<file path="config.mk">
export PLATFORM = sky130hd
export DESIGN_NAME = ppfs_port
export DESIGN_NICKNAME = d
export VERILOG_FILES = /design/src/ppfs_pkg.sv /design/src/ppfs_port.sv /design/src/ppfs_sync.sv
export SDC_FILE = /design/constraint.sdc
export NUM_CORES = 1
export LEC_CHECK = 0
export BUFFER_PORTS_ARGS = -buffer_cell sky130_fd_sc_hd__buf_2
export CORE_ASPECT_RATIO = 2
export CORE_UTILIZATION = 47
export CTS_CLUSTER_DIAMETER = 150
export DETAILED_ROUTE_END_ITERATION = 10
export PLACE_DENSITY = 0.85
export SLEW_MARGIN = 30
export SYNTH_ARGS = -nofsm -noshare
export SYNTH_HDL_FRONTEND = slang
export SYNTH_SLANG_ARGS = --single-unit
</file>
<file path="constraint.sdc">
create_clock -name CLK_SYS -period 2 [get_ports CLK_SYS]
set_clock_uncertainty 0.05 [all_clocks]
set_input_delay 0.4 -clock CLK_SYS [delete_from_list [all_inputs] [get_ports CLK_SYS]]
set_output_delay 0.4 -clock CLK_SYS [all_outputs]
set_load 0.005 [all_outputs]
</file>
<file path="src/ppfs_pkg.sv">
// Constants and types for the port pin function switch.
// Assumes one 10 MHz system clock and an asynchronous active-low reset.
//
// How it works
// - A pin is a plain port while its mode-control bit is 0 and is routed to its peripheral when the bit is 1.
// - A data read returns the output latch for output pins and the synchronised pin level for input pins, in either mode.
// - A data write only ever updates the output latch, whatever mode the pin is in.
// - The input handed to a peripheral is the mode-control bit ANDed with the pin level, and 0 on the debug pin until the debug function is released.
// - In port mode the open-drain bit acts only on output pins and is ignored on input pins.
// - A 0 to 1 mode change on a high pin looks like a rising edge, so the valid edge is programmed after the switch.
// - A 1 to 0 mode change on a high pin looks like a falling edge, so edge detection is set to none before it.
// - A single-bit set or clear is an 8-bit read, one bit changed, and an 8-bit write, so input latches take pin levels.
// - After an external-pin reset the shared pin is the debug reset input and a high level enters debug mode with the debug pins enabled.
// - Watchdog, clock monitor and low-voltage resets leave the pin function and the debug control register unchanged.
// - The pull-down on the debug reset pin is on after an external-pin reset and off once the debug-enable bit is cleared.

package ppfs_pkg;

   //----------------------------------------------------------------
   // Port geometry and reset values
   //----------------------------------------------------------------
   localparam int        PPFS_WIDTH       = 8;       // One 8-bit port
   localparam int        PPFS_DBG_PIN     = 5;       // Pin shared with the debug reset
   localparam logic [7:0] PPFS_LATCH_RST  = 8'h00;
   localparam logic [7:0] PPFS_DIR_RST    = 8'hff;   // All pins input after reset
   localparam logic [7:0] PPFS_MODE_RST   = 8'h00;   // All pins port mode after reset
   localparam logic [7:0] PPFS_ZERO8      = 8'h00;
   localparam logic       PPFS_DBG_EN_RST = 1'b1;    // Debug reset function after pin reset

   //----------------------------------------------------------------
   // Bit-operation codes for the data register access
   //----------------------------------------------------------------
   typedef enum logic [1:0] {
      PPFS_OP_NONE  = 2'b00,
      PPFS_OP_WRITE = 2'b01,
      PPFS_OP_SET   = 2'b10,
      PPFS_OP_CLR   = 2'b11
   } ppfs_op_t;

   //----------------------------------------------------------------
   // Debug pin state
   //----------------------------------------------------------------
   typedef enum logic [1:0] {
      PPFS_DBG_WAIT = 2'b00,   // Debug reset function, not yet in debug mode
      PPFS_DBG_ON   = 2'b01,   // On-chip debug mode entered
      PPFS_DBG_OFF  = 2'b10    // Debug function released to the port
   } ppfs_dbg_t;

endpackage : ppfs_pkg

</file>
<file path="src/ppfs_port.sv">
// Port pin function switch: one 8-bit port with alternate functions.
// Assumes a CPU-side register port on the system clock, pin levels
// arriving asynchronously, and reset causes flagged by the reset unit.
`timescale 1ns/1ps

module ppfs_port
   import ppfs_pkg::*;
#(
   parameter int W = PPFS_WIDTH
) (
   // Clock and reset
   input  wire logic         CLK_SYS,
   input  wire logic         RESET_N,
   // Reset cause, valid during RESET_N low or as a pulse before a soft reset
   input  wire logic         PIN_RESET_CAUSE,
   input  wire logic         WATCHDOG_RESET_SRC,
   input  wire logic         CLOCK_MONITOR_RESET,
   input  wire logic         LOW_VOLTAGE_RESET,
   // Configuration registers written by software
   input  wire logic [W-1:0] PIN_MODE_CONTROL,
   input  wire logic [W-1:0] FUNCTION_SELECT_LOW,
   input  wire logic [W-1:0] FUNCTION_SELECT_EXT,
   input  wire logic [W-1:0] PULLUP_ENABLE,
   input  wire logic [W-1:0] OPEN_DRAIN_ENABLE,
   input  wire logic [W-1:0] PORT_DIRECTION,
   // Data register access
   input  wire logic [1:0]   DATA_OP,
   input  wire logic [2:0]   DATA_BIT,
   input  wire logic [W-1:0] DATA_WDATA,
   input  wire logic         DATA_RD,
   output logic      [W-1:0] DATA_RDATA,
   output logic      [W-1:0] PORT_DATA_REG,
   // Debug control register
   input  wire logic         DEBUG_CLEAR,
   output logic              DEBUG_ENABLE_BIT,
   output logic              DEBUG_MODE,
   output logic              DEBUG_PINS_EN,
   output logic              DEBUG_PULLDOWN_EN,
   // Peripheral side
   input  wire logic [W-1:0] ALT_OUT,
   input  wire logic [W-1:0] ALT_OE,
   output logic      [W-1:0] ALT_IN,
   // Pins
   input  wire logic [W-1:0] PIN_I,
   output logic      [W-1:0] PIN_O,
   output logic      [W-1:0] PIN_OE,
   output logic      [W-1:0] PIN_PULLUP
);

   //----------------------------------------------------------------
   // Pin synchronisation
   //----------------------------------------------------------------
   logic [W-1:0] pin_s;

   ppfs_sync #(
      .WIDTH    (W)
   ) u_sync (
      .clk      (CLK_SYS),
      .reset_n  (RESET_N),
      .async_in (PIN_I),
      .sync_out (pin_s)
   );

   //----------------------------------------------------------------
   // Data read view
   //----------------------------------------------------------------
   logic [W-1:0] latch_q, latch_d;
   logic [W-1:0] read_val;
   logic [W-1:0] bit_mask;

   // Output pins show the latch, input pins the pin level
   always_comb begin
      read_val = (latch_q & ~PORT_DIRECTION) | (pin_s & PORT_DIRECTION);
      bit_mask = W'(1) << DATA_BIT;
   end

   //----------------------------------------------------------------
   // Output latch
   //----------------------------------------------------------------
   // Whole-port write, or read-modify-write of all 8 bits
   always_comb begin
      latch_d = latch_q;
      case (ppfs_op_t'(DATA_OP))
         PPFS_OP_WRITE: latch_d = DATA_WDATA;
         PPFS_OP_SET:   latch_d = read_val | bit_mask;
         PPFS_OP_CLR:   latch_d = read_val & ~bit_mask;
         PPFS_OP_NONE:  latch_d = latch_q;
         default:       latch_d = latch_q;
      endcase
   end

   always_ff @(posedge CLK_SYS or negedge RESET_N) begin
      if (!RESET_N) begin
         latch_q <= PPFS_LATCH_RST;
      end else begin
         latch_q <= latch_d;
      end
   end

   //----------------------------------------------------------------
   // Read data register
   //----------------------------------------------------------------
   logic [W-1:0] rdata_q, rdata_d;

   always_comb begin
      rdata_d = DATA_RD ? read_val : rdata_q;
   end

   always_ff @(posedge CLK_SYS or negedge RESET_N) begin
      if (!RESET_N) begin
         rdata_q <= PPFS_ZERO8;
      end else begin
         rdata_q <= rdata_d;
      end
   end

   //----------------------------------------------------------------
   // Debug control
   //----------------------------------------------------------------
   // Any RESET_N low restores the debug function, whatever PIN_RESET_CAUSE is; the soft reset inputs keep it
   logic      pin_rst_seen_q, pin_rst_seen_d;
   logic      dbg_en_q, dbg_en_d;
   ppfs_dbg_t dbg_q, dbg_d;
   logic      soft_rst;
   logic      dbg_on_q, dbg_on_d;

   always_comb begin
      soft_rst = WATCHDOG_RESET_SRC | CLOCK_MONITOR_RESET | LOW_VOLTAGE_RESET;
      pin_rst_seen_d = 1'b0;
      dbg_en_d = dbg_en_q;
      dbg_d = dbg_q;
      if (pin_rst_seen_q) begin
         dbg_en_d = PPFS_DBG_EN_RST;
         dbg_d = PPFS_DBG_WAIT;
      end else if (soft_rst) begin
         dbg_en_d = dbg_en_q;
         dbg_d = dbg_q;
      end else begin
         if (DEBUG_CLEAR) begin
            dbg_en_d = 1'b0;
         end
         case (dbg_q)
            PPFS_DBG_WAIT: begin
               if (DEBUG_CLEAR || !dbg_en_q) begin
                  dbg_d = PPFS_DBG_OFF;
               end else if (pin_s[PPFS_DBG_PIN]) begin
                  dbg_d = PPFS_DBG_ON;
               end
            end
            PPFS_DBG_ON: begin
               if (DEBUG_CLEAR) begin
                  dbg_d = PPFS_DBG_OFF;
               end
            end
            PPFS_DBG_OFF: dbg_d = PPFS_DBG_OFF;
            default:      dbg_d = PPFS_DBG_OFF;
         endcase
      end
      // Decode ahead of the flop so the debug outputs come from a register
      dbg_on_d = (dbg_d == PPFS_DBG_ON);
   end

   // Flag set while RESET_N is low and cleared on the first clock after release, whatever PIN_RESET_CAUSE is
   always_ff @(posedge CLK_SYS or negedge RESET_N) begin
      if (!RESET_N) begin
         pin_rst_seen_q <= 1'b1;
         dbg_en_q       <= PPFS_DBG_EN_RST;
         dbg_q          <= PPFS_DBG_WAIT;
         dbg_on_q       <= 1'b0;
      end else begin
         pin_rst_seen_q <= pin_rst_seen_d & PIN_RESET_CAUSE;
         dbg_en_q       <= dbg_en_d;
         dbg_q          <= dbg_d;
         dbg_on_q       <= dbg_on_d;
      end
   end

   //----------------------------------------------------------------
   // Pin and peripheral routing
   //----------------------------------------------------------------
   logic [W-1:0] o_d, oe_d, pu_d, ain_d;
   logic [W-1:0] o_q, oe_q, pu_q, ain_q;
   logic         dbg_pin_own;

   always_comb begin
      dbg_pin_own = (dbg_q != PPFS_DBG_OFF);
      for (int i = 0; i < W; i++) begin
         if (PIN_MODE_CONTROL[i]) begin
            o_d[i]  = ALT_OUT[i];
            oe_d[i] = ALT_OE[i] & (~OPEN_DRAIN_ENABLE[i] | ~ALT_OUT[i]);
         end else begin
            // Open drain drives only low, and only on outputs
            o_d[i]  = latch_q[i];
            oe_d[i] = ~PORT_DIRECTION[i]
                      & (~OPEN_DRAIN_ENABLE[i] | ~latch_q[i]);
         end
         pu_d[i]  = PULLUP_ENABLE[i] & PORT_DIRECTION[i];
         ain_d[i] = PIN_MODE_CONTROL[i] & pin_s[i];
      end
      // Debug reset input owns the shared pin until released
      if (dbg_pin_own) begin
         oe_d[PPFS_DBG_PIN]  = 1'b0;
         ain_d[PPFS_DBG_PIN] = 1'b0;
      end
   end

   always_ff @(posedge CLK_SYS or negedge RESET_N) begin
      if (!RESET_N) begin
         o_q   <= PPFS_ZERO8;
         oe_q  <= PPFS_ZERO8;
         pu_q  <= PPFS_ZERO8;
         ain_q <= PPFS_ZERO8;
      end else begin
         o_q   <= o_d;
         oe_q  <= oe_d;
         pu_q  <= pu_d;
         ain_q <= ain_d;
      end
   end

   //----------------------------------------------------------------
   // Outputs
   //----------------------------------------------------------------
   assign PIN_O             = o_q;
   assign PIN_OE            = oe_q;
   assign PIN_PULLUP        = pu_q;
   assign ALT_IN            = ain_q;
   assign PORT_DATA_REG     = latch_q;
   assign DATA_RDATA        = rdata_q;
   assign DEBUG_ENABLE_BIT  = dbg_en_q;
   assign DEBUG_MODE        = dbg_on_q;
   assign DEBUG_PINS_EN     = dbg_on_q;
   assign DEBUG_PULLDOWN_EN = dbg_en_q;

endmodule : ppfs_port

</file>
<file path="src/ppfs_sync.sv">
// Two-flop synchroniser for a vector of asynchronous pin levels.
// Assumes the inputs come from pins outside the system clock domain.
`timescale 1ns/1ps

module ppfs_sync #(
   parameter int WIDTH = 8
) (
   // Clock and reset
   input  wire logic             clk,
   input  wire logic             reset_n,
   // Data
   input  wire logic [WIDTH-1:0] async_in,
   output logic      [WIDTH-1:0] sync_out
);

   logic [WIDTH-1:0] meta_q;
   logic [WIDTH-1:0] sync_q;

   //----------------------------------------------------------------
   // Register stage
   //----------------------------------------------------------------
   // First flop feeds only the second
   always_ff @(posedge clk or negedge reset_n) begin
      if (!reset_n) begin
         meta_q <= '0;
         sync_q <= '0;
      end else begin
         meta_q <= async_in;
         sync_q <= meta_q;
      end
   end

   assign sync_out = sync_q;

endmodule : ppfs_sync

</file>
==> impl_results.md <==
- Longest Clk Path Bufs: 2
- Fin crit share: ~74%
- Hold buffers post-CTS: 0
- Post-synthesis sequential area ratio: about two thirds
- Setup tns final: 0 ps
- Clock Latency Late Sink: 340 ps
- Vias/cell: 5.20
- Synthesized flop and latch total: 69
- Die height: 108 um
- Max-Cap Viols: 0
- R2r worst-path depth: 2
- Share of cells above drive strength 1: between 50% and 60%
- Number of global-route vias before repair: 1889
- DIE WIDTH: 55.0 um
- Maximum vdd drop: 0.783 mV
- Worst-path clk slew: 70 ps
- Clk sinks: 69
- PortBufs: between 100 and 150
- CP max-delay cell: dfstp_2
- Slew Viols, Final: 0
- First-pass GRT wire length: 8.13 mm
- Count of different cell masters after synthesis: 32
- Met2 Usage GRT: a little over a third
- Hold Fails Final Rpt: 0
- Grt peak-use layer: met2
- Core Rows: 38
- Maximum fanout along the worst path: 5
- DR pass1 iterations: 5
- Max Clk Rate: 676 MHz
- Crit path kind: flop to output pin
- Power per Cell Area: 874 nW/um2
- Worst min path class: primary input to async pin
- CP arrival: 1030 ps
- Cell area after synthesis: 2640 um2
- Initial antenna violation count: 0
- Synth Warn #: 0
- Crit-path cells: buf_2
- CTS tree: built
- Synth Flop Type: dfrtp_1
- Total CTS buffers: 9
- CP peak stage delay: 570 ps
- Asr flop ratio synth: 100%
- Number of buffers and inverters on the critical path: 1
- Post-synth EDFFs: 0
- Largest net degree at the start of global routing: 70
- CTS root buffer: clkbuf_8
- Layout Nets: 420
- PostCTS Resize Cnt: 0
- Number of I/O pins: 145
- Die area: 5950 um2
- DRC: 0
- Hold_ws: 14.0 ps
- Post-CTS Setup Repair Bufs: 0
- RSZ-0062 raised after global routing: no
- DR WL/cell: 14.1 um
- Fill cell total of the finished layout: 450
- Total GRT Usage: 19.9%
- Post-DP HPWL: 4.08 mm
- Setup violations, final: 0
- Syn Area/Cell: approximately 14 um2
- Initial Utilization: between 40 and 50%
- Final ANT Viol Nets: 0
- First DRT Iteration DRCs: 44
- Top delay family on crit path: flip-flops
- CP Capture Type: output pin
- Vias: 2039
- H-tree lvl count: 3
- Cells after Synth: 195
- Syn Nets: ~290
- Startpoint types: flop
- Met3 usage: 4.08%
- Worst Path Required: 1550 ps
- Leakage power: 1.76 nW
- Grt ovf: 0
- Area delta synth->final: 33.2%
- Crit path depth: 1
- Core area: around 5400 um2
- GPL Wtd Cong: approximately 0.75
- Crit path time final: 1480 ps
- Status: completed
- GR Util met1: 19.3%
- N_diodes: 0
- Routed WL: approximately 5.5 mm
-- path summary, 6_finish.rpt --
kind,from,end,slack [ps]
worst min register to register,u_sync.meta_q[5]$_DFF_PN0_,u_sync.sync_out[5]$_DFF_PN0_,300
max in group asynchronous,RESET_N,DEBUG_ENABLE_BIT$_DFFE_PN1P_,1570
worst min-delay path,RESET_N,DEBUG_MODE$_DFF_PN0_,10
min in group CLK_SYS,PIN_I[2],u_sync.meta_q[2]$_DFF_PN0_,110
worst max-delay path,DEBUG_ENABLE_BIT$_DFFE_PN1P_,DEBUG_ENABLE_BIT,520
worst max register to register,PORT_DATA_REG[5]$_DFFE_PN0P_,PIN_OE[5]$_DFF_PN0_,800
-- area by class of cell --
type | instances | area, um2 | area share, %
tap | 60 | 75.1 | 2.13
sequential | 69 | 1730 | 49.1
multi-input combinational | 118 | 866 | 24.6
clock buffer | 11 | 141 | 4.02
clock inverter | 5 | 50.0 | 1.42
timing repair buffer | 128 | 656 | 18.6
inverter | 1 | 3.75 | 0.107
-- stage by stage --
| step | instance area (um2) | power [W] | setup slack [ps] | instances | util (%) |
|---|---|---|---|---|---|
| 6_report | 3520 | 0.00308 | 521 | 392 | 65.0 |
| 5_1_grt | 3520 | 0.00322 | 493 | 392 | 65.0 |
| 4_1_cts | 3520 | 0.00311 | 502 | 392 | 65.0 |
| 3_5_place_dp | 3330 | 0.00201 | 569 | 376 | 61.4 |
| 3_3_place_gp | 3330 | 0.00200 | 603 | 376 | 61.4 |
| 2_1_floorplan | 2640 | 0.00176 | 683 | 195 | - |
-- logic make-up after synthesis --
group                  count (synthesis)  synth area share [%]
DFF                                   69                  65.4
and+or+nand+nor                       47                  10.0
AOI/OAI and AO/OA                     43                  11.4
muxes                                 27                  11.2
buffers and inverters                  8                  1.85
other                                  1                 0.142
-- where the power goes --
group | switching (W) | internal, W | leakage (nW)
Combinational | 0.000193 | 0.000219 | 0.828
Sequential | 0.0000600 | 0.00151 | 0.829
Clock | 0.000494 | 0.000601 | 0.103
Total | 0.000747 | 0.00233 | 1.76
-- synth_stat cells, types with 2 or more instances --
cell      count  area share, %
or3b_1        2           0.66
o22ai_1       7            1.7
mux2_2       16            6.8
a31o_2        6            2.0
dfstp_2       2            2.0
and2_1       15            3.5
dfrtp_1      67             63
nand2_1      10            1.4
buf_2         2           0.38
a211oi_1      6            1.7
a21oi_1      12            2.3
a31oi_1       7            1.7
mux2i_1      10            3.8
nand3b_1      3           0.85
nor2_1       10            1.4
buf_4         4            1.1
-- sequential cells by signal, summed over array words and instances, names as in the netlist --
signal / flops
pin_rst_seen_q: 1
PIN_O: 8
DATA_RDATA: 8
u_sync.sync_out: 8
DEBUG_MODE: 1
ALT_IN: 8
DEBUG_ENABLE_BIT: 1
u_sync.meta_q: 8
PIN_PULLUP: 8
dbg_q: 2
PIN_OE: 8
PORT_DATA_REG: 8
-- metal layers --
metal	up-vias	routed length, um
li1	963	-
met1	985	1980
met5	-	0
met3	13	338
met4	0	150
met2	78	3060
-- cells in the final DEF, fill, tap and decap left out, types with 3 or more instances in the layout --
cell type  synthesis  layout
a211oi_1           6       6
nand3b_1           3       3
nand2_1           10      10
o22ai_1            7       7
buf_2              2     127
mux2i_1           10      10
mux2_2            16      16
clkbuf_8           0      10
dfrtp_1           67      67
a31o_2             6       6
a21oi_1           12      12
a31oi_1            7       7
clkinv_2           0       4
nor2_1            10      10
and2_1            15      15
Power figures use the tool's default switching activity.
